<file path="src/cptmx_map.svh">
// Register offsets, field positions and reset values of the codec port mux.
// Included by the mux top; holds definitions only.
`ifndef CPTMX_MAP_SVH
`define CPTMX_MAP_SVH

`define CPTMX_OFF_CFG1 4'h0
`define CPTMX_OFF_SDIV 4'h1
`define CPTMX_OFF_FSDIV 4'h2
`define CPTMX_OFF_FREQ0 4'h3
`define CPTMX_OFF_FREQ1 4'h4
`define CPTMX_OFF_FREQ2 4'h5
`define CPTMX_OFF_CNT0 4'h6
`define CPTMX_OFF_CNT1 4'h7

`define CPTMX_F_MODE 2:0
`define CPTMX_F_FS_OUT 3
`define CPTMX_F_SCLK_OUT 4
`define CPTMX_F_MCLK_IN 5
`define CPTMX_F_CRST 6

`define CPTMX_RST_CFG1 8'h40
`define CPTMX_RST_SDIV 8'h03
`define CPTMX_RST_FSDIV 8'h1f
`define CPTMX_RST_FREQ 24'h3d70a4
`define CPTMX_BYTE0 7:0
`define CPTMX_BYTE1 15:8
`define CPTMX_BYTE2 23:16

`endif

</file>
<file path="src/cptmx_pkg.sv">
// Types shared by the codec port terminal mux files.
// Assumes the register map header supplies all numbers.
package cptmx_pkg;
  typedef enum logic [2:0] {
    CPTMX_GP = 3'h0,
    CPTMX_FSER = 3'h1,
    CPTMX_AC97V1 = 3'h2,
    CPTMX_AC97V2 = 3'h3,
    CPTMX_I2S_ONE = 3'h4,
    CPTMX_I2S_TWO = 3'h5
  } cptmx_mode_t;
endpackage

</file>
<file path="src/cptmx_top.sv">
// Codec port terminal mode mux with adaptive master clock and registers.
// Assumes a one-cycle register port on mclk_i and pin inputs from outside.
// Contract
// - Mode 0 to 5 comes from the mode field of config register one.
// - Each of six terminals takes a fixed function and direction per mode.
// - Frame sync is two-way in mode 0, an output in modes 1 to 5.
// - Serial clock two-way in 0, output in 1,4,5, input in 2,3.
// - Data out is a serial data output in every mode.
// - Data in is input; first data in mode 4, second in mode 5.
// - Reset pin is codec reset in modes 0-4, second serial clock in 5.
// - Aux unused in 0,2; control out 1; data in 3,4; second LR clock 5.
// - Terminals without a function are still driven as outputs.
// - General mode sets frame sync and serial clock direction separately.
// - Master and serial clocks never come from the fixed clock generator.
// - Adaptive generator makes the master clock for port and codec.
// - Generator counts master clocks between frame starts; software reads it.
// - Software corrections steer the generator to the wanted count per frame.
// - External master clock may be chosen as the port clock source.
// - With external master clock, own serial clock and sync derive from it.
// - Reset returns all port logic, mode field included, to defaults.
//
// The implementer's own choices: the register offsets and the plain strobed port.
`timescale 1ns/10ps
`include "cptmx_map.svh"
module cptmx_top
  import cptmx_pkg::*;
(
  input wire logic mclk_i,              // System clock, 100 MHz
  input wire logic reset_i,             // Synchronous reset, high
  input wire logic [3:0] addr_i,        // Register address
  input wire logic [7:0] wdata_i,       // Register write data
  input wire logic wr_i,                // Write strobe
  input wire logic rd_i,                // Read strobe
  output logic [7:0] rdata_o,           // Read data, cycle after rd_i
  input wire logic sof_i,               // Start of frame pulse
  input wire logic tx_data_i,           // Serial data to send
  input wire logic frame_ctrl_i,        // Frame control level, mode 1
  input wire logic master_clock_in_i,   // External master clock pin
  output logic master_clock_out_o,      // Generated master clock pin
  input wire logic frame_sync_i,        // Frame sync pin in
  output logic frame_sync_o,            // Frame sync pin out
  output logic frame_sync_oe_n_o,       // Frame sync drive, low drives
  input wire logic serial_clock_i,      // Serial clock pin in
  output logic serial_clock_o,          // Serial clock pin out
  output logic serial_clock_oe_n_o,     // Serial clock drive, low drives
  output logic data_out_o,              // Serial data out pin
  input wire logic data_in_i,           // Serial data in pin
  output logic reset_out_o,             // Codec reset or second clock pin
  input wire logic aux_i,               // Aux terminal in
  output logic aux_o,                   // Aux terminal out
  output logic aux_oe_n_o,              // Aux drive, low drives
  output logic rx_data1_o,              // First received data line
  output logic rx_data2_o,              // Second received data line
  output logic sclk_rise_o,             // Pulse on serial clock rise
  output logic sclk_fall_o,             // Pulse on serial clock fall
  output logic frame_level_o            // Frame sync level in use
);
  cptmx_mode_t mode_q, next_mode;
  logic [7:0] cfg_q, next_cfg, sdiv_q, next_sdiv, fsdiv_q, next_fsdiv;
  logic [7:0] cnt_hi_hold, next_cnt_hi_hold, next_rdata;
  logic [7:0] sdiv_cnt, next_sdiv_cnt, fs_cnt, next_fs_cnt;
  logic [23:0] inc_q, next_inc;
  logic [15:0] acg_count;
  logic [4:0] pins_sync;
  logic acg_clk, acg_rise, mclk_edge, sclk_ext, sclk_fall_ev, sclk_rise_ev;
  logic mclkin_prev, sclkin_prev, next_mclkin_prev, next_sclkin_prev;
  logic sclk_int, next_sclk_int, fs_int, next_fs_int;
  logic next_fs_pin, next_fs_oe_n, next_sclk_pin, next_sclk_oe_n;
  logic next_rst_pin, next_aux_pin, next_aux_oe_n;
  logic next_rx1, next_rx2, next_frame_level;

  // Register file
  always_comb begin
    next_mode = mode_q;
    next_cfg = cfg_q;
    next_sdiv = sdiv_q;
    next_fsdiv = fsdiv_q;
    next_inc = inc_q;
    next_cnt_hi_hold = cnt_hi_hold;
    next_rdata = 8'h00;
    if (wr_i) begin
      unique case (addr_i)
        `CPTMX_OFF_CFG1: begin
          next_cfg = wdata_i;
          next_mode = cptmx_mode_t'(wdata_i[`CPTMX_F_MODE]);
        end
        `CPTMX_OFF_SDIV: next_sdiv = wdata_i;
        `CPTMX_OFF_FSDIV: next_fsdiv = wdata_i;
        `CPTMX_OFF_FREQ0: next_inc[`CPTMX_BYTE0] = wdata_i;
        `CPTMX_OFF_FREQ1: next_inc[`CPTMX_BYTE1] = wdata_i;
        `CPTMX_OFF_FREQ2: next_inc[`CPTMX_BYTE2] = wdata_i;
        default: ;
      endcase
    end
    if (rd_i) begin
      unique case (addr_i)
        `CPTMX_OFF_CFG1: next_rdata = {cfg_q[7:3], mode_q};
        `CPTMX_OFF_SDIV: next_rdata = sdiv_q;
        `CPTMX_OFF_FSDIV: next_rdata = fsdiv_q;
        `CPTMX_OFF_FREQ0: next_rdata = inc_q[`CPTMX_BYTE0];
        `CPTMX_OFF_FREQ1: next_rdata = inc_q[`CPTMX_BYTE1];
        `CPTMX_OFF_FREQ2: next_rdata = inc_q[`CPTMX_BYTE2];
        `CPTMX_OFF_CNT0: begin
          // Low byte read freezes the high byte against a tear
          next_rdata = acg_count[`CPTMX_BYTE0];
          next_cnt_hi_hold = acg_count[`CPTMX_BYTE1];
        end
        `CPTMX_OFF_CNT1: next_rdata = cnt_hi_hold;
        default: next_rdata = 8'h00;
      endcase
    end
  end

  always_ff @(posedge mclk_i) begin
    if (reset_i) begin
      mode_q <= CPTMX_GP;
      cfg_q <= `CPTMX_RST_CFG1;
      sdiv_q <= `CPTMX_RST_SDIV;
      fsdiv_q <= `CPTMX_RST_FSDIV;
      inc_q <= `CPTMX_RST_FREQ;
      cnt_hi_hold <= 8'h00;
      rdata_o <= 8'h00;
    end else begin
      mode_q <= next_mode;
      cfg_q <= next_cfg;
      sdiv_q <= next_sdiv;
      fsdiv_q <= next_fsdiv;
      inc_q <= next_inc;
      cnt_hi_hold <= next_cnt_hi_hold;
      rdata_o <= next_rdata;
    end
  end

  cptmx_acg u_acg (
    .mclk_i(mclk_i),
    .reset_i(reset_i),
    .inc_i(inc_q),
    .sof_i(sof_i),
    .mclk_out_o(acg_clk),
    .mclk_rise_o(acg_rise),
    .count_o(acg_count)
  );

  // Bit order: aux, data in, serial clock, frame sync, master clock in
  cptmx_sync #(.W(5)) u_pin_sync (
    .mclk_i(mclk_i),
    .reset_i(reset_i),
    .async_i({aux_i, data_in_i, serial_clock_i, frame_sync_i,
              master_clock_in_i}),
    .sync_o(pins_sync)
  );

  // Serial clock is taken from the pin in link-clocked modes
  assign sclk_ext = (mode_q == CPTMX_AC97V1) || (mode_q == CPTMX_AC97V2) ||
                    ((mode_q == CPTMX_GP) && !cfg_q[`CPTMX_F_SCLK_OUT]);
  assign sclk_rise_ev = sclk_ext ? (pins_sync[2] & ~sclkin_prev)
                                 : (next_sclk_int & ~sclk_int);
  assign sclk_fall_ev = sclk_ext ? (~pins_sync[2] & sclkin_prev)
                                 : (~next_sclk_int & sclk_int);
  // Only the adaptive clock or the pin may clock the port
  assign mclk_edge = cfg_q[`CPTMX_F_MCLK_IN] ?
                     (pins_sync[0] & ~mclkin_prev) : acg_rise;

  // Port clock dividers
  always_comb begin
    next_mclkin_prev = pins_sync[0];
    next_sclkin_prev = pins_sync[2];
    next_sdiv_cnt = sdiv_cnt;
    next_sclk_int = sclk_int;
    next_fs_cnt = fs_cnt;
    next_fs_int = fs_int;
    if (mclk_edge) begin
      if (sdiv_cnt >= sdiv_q) begin
        next_sdiv_cnt = 8'h00;
        next_sclk_int = ~sclk_int;
      end else begin
        next_sdiv_cnt = sdiv_cnt + 8'h01;
      end
    end
    if (sclk_fall_ev) begin
      if (fs_cnt >= fsdiv_q) begin
        next_fs_cnt = 8'h00;
        next_fs_int = ~fs_int;
      end else begin
        next_fs_cnt = fs_cnt + 8'h01;
      end
    end
  end

  always_ff @(posedge mclk_i) begin
    if (reset_i) begin
      mclkin_prev <= 1'b0;
      sclkin_prev <= 1'b0;
      sdiv_cnt <= 8'h00;
      sclk_int <= 1'b0;
      fs_cnt <= 8'h00;
      fs_int <= 1'b0;
    end else begin
      mclkin_prev <= next_mclkin_prev;
      sclkin_prev <= next_sclkin_prev;
      sdiv_cnt <= next_sdiv_cnt;
      sclk_int <= next_sclk_int;
      fs_cnt <= next_fs_cnt;
      fs_int <= next_fs_int;
    end
  end

  // Terminal function and direction per mode
  always_comb begin
    next_fs_pin = fs_int;
    next_fs_oe_n = 1'b0;
    next_sclk_pin = sclk_int;
    next_sclk_oe_n = 1'b0;
    next_rst_pin = ~cfg_q[`CPTMX_F_CRST];
    next_aux_pin = 1'b0;
    next_aux_oe_n = 1'b0;
    next_rx1 = pins_sync[3];
    next_rx2 = 1'b0;
    unique case (mode_q)
      CPTMX_GP: begin
        next_fs_oe_n = ~cfg_q[`CPTMX_F_FS_OUT];
        next_sclk_oe_n = ~cfg_q[`CPTMX_F_SCLK_OUT];
      end
      CPTMX_FSER: next_aux_pin = frame_ctrl_i;
      CPTMX_AC97V1: next_sclk_oe_n = 1'b1;
      CPTMX_AC97V2: begin
        next_sclk_oe_n = 1'b1;
        next_aux_oe_n = 1'b1;
        next_rx2 = pins_sync[4];
      end
      CPTMX_I2S_ONE: begin
        next_aux_oe_n = 1'b1;
        next_rx2 = pins_sync[4];
      end
      CPTMX_I2S_TWO: begin
        next_rst_pin = sclk_int;
        next_aux_pin = fs_int;
        next_rx1 = 1'b0;
        next_rx2 = pins_sync[3];
      end
      // Codes 6 and 7 fall back to general mode with both driven
      default: ;
    endcase
    next_frame_level = (next_fs_oe_n) ? pins_sync[1] : fs_int;
  end

  always_ff @(posedge mclk_i) begin
    if (reset_i) begin
      frame_sync_o <= 1'b0;
      frame_sync_oe_n_o <= 1'b1;
      serial_clock_o <= 1'b0;
      serial_clock_oe_n_o <= 1'b1;
      data_out_o <= 1'b0;
      reset_out_o <= 1'b0;
      aux_o <= 1'b0;
      aux_oe_n_o <= 1'b0;
      rx_data1_o <= 1'b0;
      rx_data2_o <= 1'b0;
      sclk_rise_o <= 1'b0;
      sclk_fall_o <= 1'b0;
      frame_level_o <= 1'b0;
      master_clock_out_o <= 1'b0;
    end else begin
      frame_sync_o <= next_fs_pin;
      frame_sync_oe_n_o <= next_fs_oe_n;
      serial_clock_o <= next_sclk_pin;
      serial_clock_oe_n_o <= next_sclk_oe_n;
      data_out_o <= tx_data_i;
      reset_out_o <= next_rst_pin;
      aux_o <= next_aux_pin;
      aux_oe_n_o <= next_aux_oe_n;
      rx_data1_o <= next_rx1;
      rx_data2_o <= next_rx2;
      sclk_rise_o <= sclk_rise_ev;
      sclk_fall_o <= sclk_fall_ev;
      frame_level_o <= next_frame_level;
      master_clock_out_o <= acg_clk;
    end
  end
endmodule

</file>
<file path="src/cptmx_sync.sv">
// Two-flop synchroniser for a group of levels from outside mclk_i.
// Assumes each bit is a slow level; bits are not coherent as a word.
`timescale 1ns/10ps
module cptmx_sync #(
  parameter int W = 1
) (
  input wire logic mclk_i,           // System clock
  input wire logic reset_i,          // Synchronous reset, high
  input wire logic [W-1:0] async_i,  // Levels from pins
  output logic [W-1:0] sync_o        // Synchronised levels
);
  logic [W-1:0] stage1;
  logic [W-1:0] next_stage1;
  logic [W-1:0] next_sync;

  always_comb begin
    next_stage1 = async_i;
    next_sync = stage1;
  end

  always_ff @(posedge mclk_i) begin
    if (reset_i) begin
      stage1 <= '0;
      sync_o <= '0;
    end else begin
      stage1 <= next_stage1;
      sync_o <= next_sync;
    end
  end
endmodule

</file>
<file path="src/cptmx_acg.sv">
// Adaptive master clock generator: phase accumulator plus per-frame count.
// Assumes sof_i is a one-cycle pulse from the frame timer on mclk_i.
`timescale 1ns/10ps
module cptmx_acg (
  input wire logic mclk_i,            // System clock
  input wire logic reset_i,           // Synchronous reset, high
  input wire logic [23:0] inc_i,      // Phase step from soft loop
  input wire logic sof_i,             // Start of frame pulse
  output logic mclk_out_o,            // Generated master clock
  output logic mclk_rise_o,           // Pulse on each generated rise
  output logic [15:0] count_o         // Rises in the last frame
);
  logic [23:0] acc;
  logic [23:0] next_acc;
  logic [15:0] run_cnt;
  logic [15:0] next_run_cnt;
  logic [15:0] next_count;
  logic next_rise;

  // Step size sets the frequency; corrections take effect next cycle
  always_comb begin
    next_acc = acc + inc_i;
    next_rise = ~acc[23] & next_acc[23];
    next_count = count_o;
    next_run_cnt = run_cnt + {15'h0000, mclk_rise_o};
    if (sof_i) begin
      next_count = run_cnt + {15'h0000, mclk_rise_o};
      next_run_cnt = 16'h0000;
    end
  end

  always_ff @(posedge mclk_i) begin
    if (reset_i) begin
      acc <= 24'h000000;
      mclk_out_o <= 1'b0;
      mclk_rise_o <= 1'b0;
      run_cnt <= 16'h0000;
      count_o <= 16'h0000;
    end else begin
      acc <= next_acc;
      mclk_out_o <= next_acc[23];
      mclk_rise_o <= next_rise;
      run_cnt <= next_run_cnt;
      count_o <= next_count;
    end
  end
endmodule

</file>
<file path="config.mk">
export PLATFORM = sky130hd
export DESIGN_NAME = cptmx_top
export DESIGN_NICKNAME = d
export VERILOG_FILES = /design/src/cptmx_pkg.sv /design/src/cptmx_top.sv /design/src/cptmx_sync.sv /design/src/cptmx_acg.sv
export VERILOG_INCLUDE_DIRS = /design/src /design/src/src
export SDC_FILE = /design/constraint.sdc
export NUM_CORES = 1
export LEC_CHECK = 0
export BUFFER_PORTS_ARGS = -buffer_cell sky130_fd_sc_hd__buf_2
export CAP_MARGIN = 25
export CORE_AREA = 4 4 136 138
export CTS_CLUSTER_SIZE = 24
export DETAILED_ROUTE_END_ITERATION = 12
export DIE_AREA = 0 0 140 142
export GPL_ROUTABILITY_DRIVEN = 0
export PLACE_DENSITY = 0.66
export SLEW_MARGIN = 20
export SYNTH_ARGS = -nofsm -noshare
export SYNTH_HDL_FRONTEND = slang
export SYNTH_SLANG_ARGS = --single-unit
</file>
<file path="constraint.sdc">
create_clock -name mclk_i -period 2.78 [get_ports mclk_i]
set_input_delay 0.278 -clock mclk_i [delete_from_list [all_inputs] [get_ports mclk_i]]
set_output_delay 0.278 -clock mclk_i [all_outputs]
set_load 0.01 [all_outputs]
</file>
---- Word-level counts from Yosys, hierarchy flattened ----
Index checks and enable logic that the tools add are counted.
storage, ports and cells
  output and inout bits ................... 22
  input port bits ......................... 24
  bits in registers ....................... 169
  word-level logic and storage cells ...... 105
operators by class
  bitwise logic cells ..................... 17
  reductions and logical operators ........ 19
  equality and inequality tests ........... 12
  $lt $le $gt $ge ......................... 2
  mux-type cells .......................... 15
  $add $sub $neg .......................... 4
operator list
  operator             count
  $pmux 8 s8           1
  $add 24x24->24       1
  $add 16x1->16        1
  $add 8x1->8 const B  2
  $eq 4x3->1 const B   4
  $ge 8x8->1           2
  $mux 8               2
  $reduce_and 2->1     8
  $not 1->1            11
  $reduce_or 2->1      5
  $mux 1               9
  $eq 4x2->1 const B   2
  $and 1x1->1          6
  $eq 3x2->1 const B   2
  $eq 3x3->1 const B   2
  $pmux 1 s2           3
  $eq 4x1->1 const B   1
  $logic_not 4->1      1
  $eq 3x1->1 const B   1
  $logic_not 3->1      1
  $logic_or 1x1->1     2
  $logic_and 1x1->1    1
  $logic_not 1->1      1

---- Logic depth before layout (Yosys ltp) ----
  word-level depth ........................ 8
  depth in mapped cells ................... 10
  mapped depth without buffers ............ 9

---- Cells and area by module ----
From an unflattened synthesis, not the netlist that was laid out.
second synthesis, totals
  cell total of the unflattened synthesis .. 861
  area, all modules ....................... 7863.8 µm²
by module, submodules not included
  module      sequential area each (µm²)  cells each  instances  area each (µm²)
  cptmx_top   1961.9                      503         1          4624.4
  cptmx_acg   1141.1                      338         1          2976.6
  cptmx_sync  200.2                       20          1          262.8

---- Worst setup path before layout ----
OpenSTA, ideal clock, no wires.
  path kind ............................... register to register
  start ................................... register inc_q[0]
  end ..................................... register u_acg.acc[16]
  data arrival time ....................... 2334 ps
  cell stages (with the launch flop) ...... 10
  library setup time ...................... 114 ps
  path buffers ............................ 0
  slack ................................... 332 ps
  cells stage by stage .................... dfxtp_1 ha_1 fa_1 a21o_2 a221o_2 a2111oi_4 nor2_2 a221oi_2 xor2_1 nor2_1
between the ends
  word-level cells in the longest chain between the ends .. 1
ends and longest elaborated chain
  item                    line              text
  from (decl)             cptmx_top.sv:62   logic [23:0] inc_q, next_inc;
  from (signal assigned)  cptmx_top.sv:120  inc_q <= `CPTMX_RST_FREQ;
  from (signal assigned)  cptmx_top.sv:128  inc_q <= next_inc;
  $add 24x24->24          cptmx_acg.sv:22   next_acc = acc + inc_i;
  to (signal assigned)    cptmx_acg.sv:40   acc <= next_acc;
  to (decl)               cptmx_acg.sv:13   logic [23:0] acc;
Every way passes these cells.
A chain may end at the register's enable or synchronous reset.

---- Final worst setup path ----
  start ................................... register inc_q[0]
  end ..................................... register u_acg.acc[22]
Same word-level chain as after synthesis.

==> results.yml <==
cells_and_area:
  nets: 937
  area_growth_pct: 14.06
  most-common-layout-cells: "dfxtp_1, nor2_1, nand2_1, mux2i_1, buf_2"
  drive_gt1_share_pct: 13.15
  stdcell_area_mm2: 0.008808
  layout_commonest_cell: "dfxtp_1"
  layout.cells.non_filler: 1107
  n_antenna_cell: 0
  nFillCells: 1638
placed_design:
  dp_hpwl_um: 12860
  io_buffer_count: 45
  place_inst: 1075
  placed_area_mm2: 0.008140
clock_tree:
  clkTransAtPathRegs_ns: 0.07
  clockBufferDepth: 2
  tritoncts: "yes"
  cts_buffers: 17
  clock-root-buffer: "clkbuf_16"
  cts_resized: 0
  hold_buffers: 0
  worstSkewPairLatency_ns: 0.44
  cts_max_level: 4
  cts_setup_buffers: 0
  cts_sinks: 165
logic_synthesis:
  synth_top_area_share_pct: 42.77
  yosysWarningCount: 0
  async_flop_share_pct: 0
  synth_area_per_cell_um2: 9.248
  synthFlopType: "dfxtp_1"
  synth_compound_area_share_pct: 12.73
  synth.ff_latch_count: 165
  synth-simple-area-share_pct: 19.43
  synth.area.top_cells: "dfxtp_1, ha_1, mux2i_1"
  syn-cell-area_mm2: 0.007722
  synth_top_area_cell: "dfxtp_1"
  ys_seq_area_share_pct: 42.77
  synth_fa_ha_area_share_pct: 7.226
  synthesis.nets: 903
  netlist_instances: 835
  synth_mux_area_share_pct: 9.057
  synth_top_family_by_area: "simple AND/OR/NAND/NOR gates"
  synth_xor_xnor_area_share_pct: 5.444
  synth_edf_count: 0
  synth.distinct_cells: 68
sta:
  relSlewSlack_pct: 59.07
  min_period_over_period_pct: 93.57
  hold_violations: 0
  finClkSkew_ns: 0.007869
  setup_tns_ns: 0
  tightest_slew_ns: 0.6139
  period_minus_slack_ns: 2.601
  drv_slew: 0
  clock.fmax_ghz: 0.3844
  rsz0062_at_grt: "no"
  setup_viol: 0
drt:
  routedWlPerCell_um: 16.61
  vias_per_cell: 5.359
  firstDrtPassIters: 5
  drt_iter0_markers: 398
  final_antenna_net_count: 0
  wl_um: 18390
  vias: 5932
  drc: 0
worst_setup_path:
  start_kind: "register"
  ff2ff_setup_slack_ns: 0.18
  end_kind: "register"
  crit_fanout: 4
  r2r_cells: 9
  crit_type: "reg -> reg"
  cp.arrival_ns: 2.92
  critPathRequiredTime_ns: 3.10
  reg2reg_from: "inc_q[0]$_SDFFE_PP0P_"
  reg2reg_to: "u_acg.acc[22]$_SDFF_PP0_"
die:
  dieArea_mm2: 0.01988
  fp-row-count: 48
  die_w_um: 140
  coreArea_mm2: 0.01718
  die-height_um: 142
  io_pins: 46
  initial_core_util_pct: 44.96
global_routing:
  gr-total-overflow: 0
  grt_use_total_pct: 18.66
  grt_pass1_wl_um: 29480
  grt_max_degree: 79
  antenna_found_initial: 0
  grt_pass1_vias: 5518
hold_path:
  whs_endpoint: "u_pin_sync.next_sync[1]$_SDFF_PP0_"
  hold-path-cell-count: 2
  min_from: "frame_sync_i"
  hp-class: "in -> reg"
power_and_ir_drop:
  ir_drop_mv: 0.4731
  cellPowerDensity_mw_per_mm2: 711.2
  p_leak_nw: 3.771
status:
  outcome: "completed"
run:
  max_cap_violations: 0
registers in the layout, summed over array words and instances (netlist names), 2 cells and up:
signal and cells:
u_acg.acc 24, sdiv_q 8, fsdiv_q 8, u_acg.run_cnt 16, sdiv_cnt 8, cfg_q 6, cnt_hi_hold 8, u_pin_sync.next_sync 5
inc_q 24, fs_cnt 8, rdata_o 8, mode_q 2, u_pin_sync.sync_o 5, u_acg.count_o 16
synthesized netlist by cell type, drive strengths merged, types with 3 or more instances:
| library cell | n |
|---|---|
| buf | 8 |
| ha | 43 |
| o22ai | 4 |
| a221oi | 3 |
| a211oi | 15 |
| nor2b | 34 |
| nand2 | 56 |
| and3 | 11 |
| nand4 | 9 |
| nand3 | 14 |
| xor2 | 26 |
| mux4 | 6 |
| xnor2 | 22 |
| clkbuf | 30 |
| inv | 25 |
| mux2i | 53 |
| nor4 | 3 |
| nor2 | 140 |
| a21o | 12 |
| nand3b | 6 |
| or3 | 5 |
| o21bai | 4 |
| and2 | 5 |
| nand2b | 6 |
| or2 | 6 |
| a21boi | 3 |
| dfxtp | 165 |
| a211o | 16 |
| mux2 | 3 |
| nor3 | 9 |
| a22oi | 5 |
| o21ai | 19 |
| a21oi | 33 |
| a31oi | 5 |
per-layer routing:
layer | global-route usage, % | share of wire [%] | up-vias
li1 | - | - | 2979
met1 | 26.00 | 48 | 2798
met2 | 29.10 | 46 | 120
met3 | 3.495 | 4.4 | 35
met4 | 6.884 | 2.0 | 0
met5 | 0 | 0 | -
through the flow:
step                      utilization (%)  worst slack [ns]  hold WS [ns]  total power (W)
after floorplan                         -            0.3321        0.3959         0.003414
after global placement              47.39            0.2083        0.4226         0.003629
after detailed placement            47.39            0.1731        0.4234         0.003647
after CTS                           51.28            0.1657       0.03651         0.006315
after global routing                51.28           0.01508       0.05082         0.006533
final                               51.28            0.1788       0.04989         0.006264
worst max path at each step:
stage	from	to	slack (ns)	cells after the start
after global placement	inc_q[0]$_SDFFE_PP0P_	u_acg.acc[16]$_SDFF_PP0_	0.21	9
after floorplan	inc_q[0]$_SDFFE_PP0P_	u_acg.acc[16]$_SDFF_PP0_	0.33	9
after CTS	inc_q[0]$_SDFFE_PP0P_	u_acg.acc[22]$_SDFF_PP0_	0.17	9
final	inc_q[0]$_SDFFE_PP0P_	u_acg.acc[22]$_SDFF_PP0_	0.18	9
after global routing	inc_q[0]$_SDFFE_PP0P_	u_acg.acc[22]$_SDFF_PP0_	0.02	9
after detailed placement	inc_q[0]$_SDFFE_PP0P_	u_acg.acc[22]$_SDFF_PP0_	0.17	9
layout make-up:
cell class / instances / area (um2) / area share [%]
Clock buffer: 17 / 425.4 / 4.830
Clock inverter: 15 / 242.7 / 2.756
Inverter: 25 / 93.84 / 1.065
Multi-Input combinational cell: 607 / 4161 / 47.24
Sequential cell: 165 / 3303 / 37.50
Tap cell: 225 / 281.5 / 3.196
Timing Repair Buffer: 53 / 300.3 / 3.409
power breakdown:
part	internal, W	total [W]	leakage (nW)	switching [W]
clock	0.00162	0.00267	0.320	0.00104
combinational	0.000454	0.00103	2.11	0.000580
sequential	0.00250	0.00256	1.34	0.0000641
total	0.00458	0.00626	3.77	0.00169
cell families after synthesis:
kind of cell               Yosys count
and+or+nand+nor                    316
adders and majority gates           44
DFF                                165
muxes                               62
xor gates and xnor gates            48
AOI/OAI and AO/OA                  137
buffers and inverters               63
worst max-delay path, cell delays in order (launching register included):
cell,delay [ns]
dfxtp_1,0.32
ha_1,0.23
fa_1,0.41
a21o_2,0.21
a221o_2,0.40
a21oi_1,0.25
o21ai_1,0.16
a311oi_2,0.29
xor2_1,0.17
nor2_1,0.05
(Power assumes the default switching activity.)
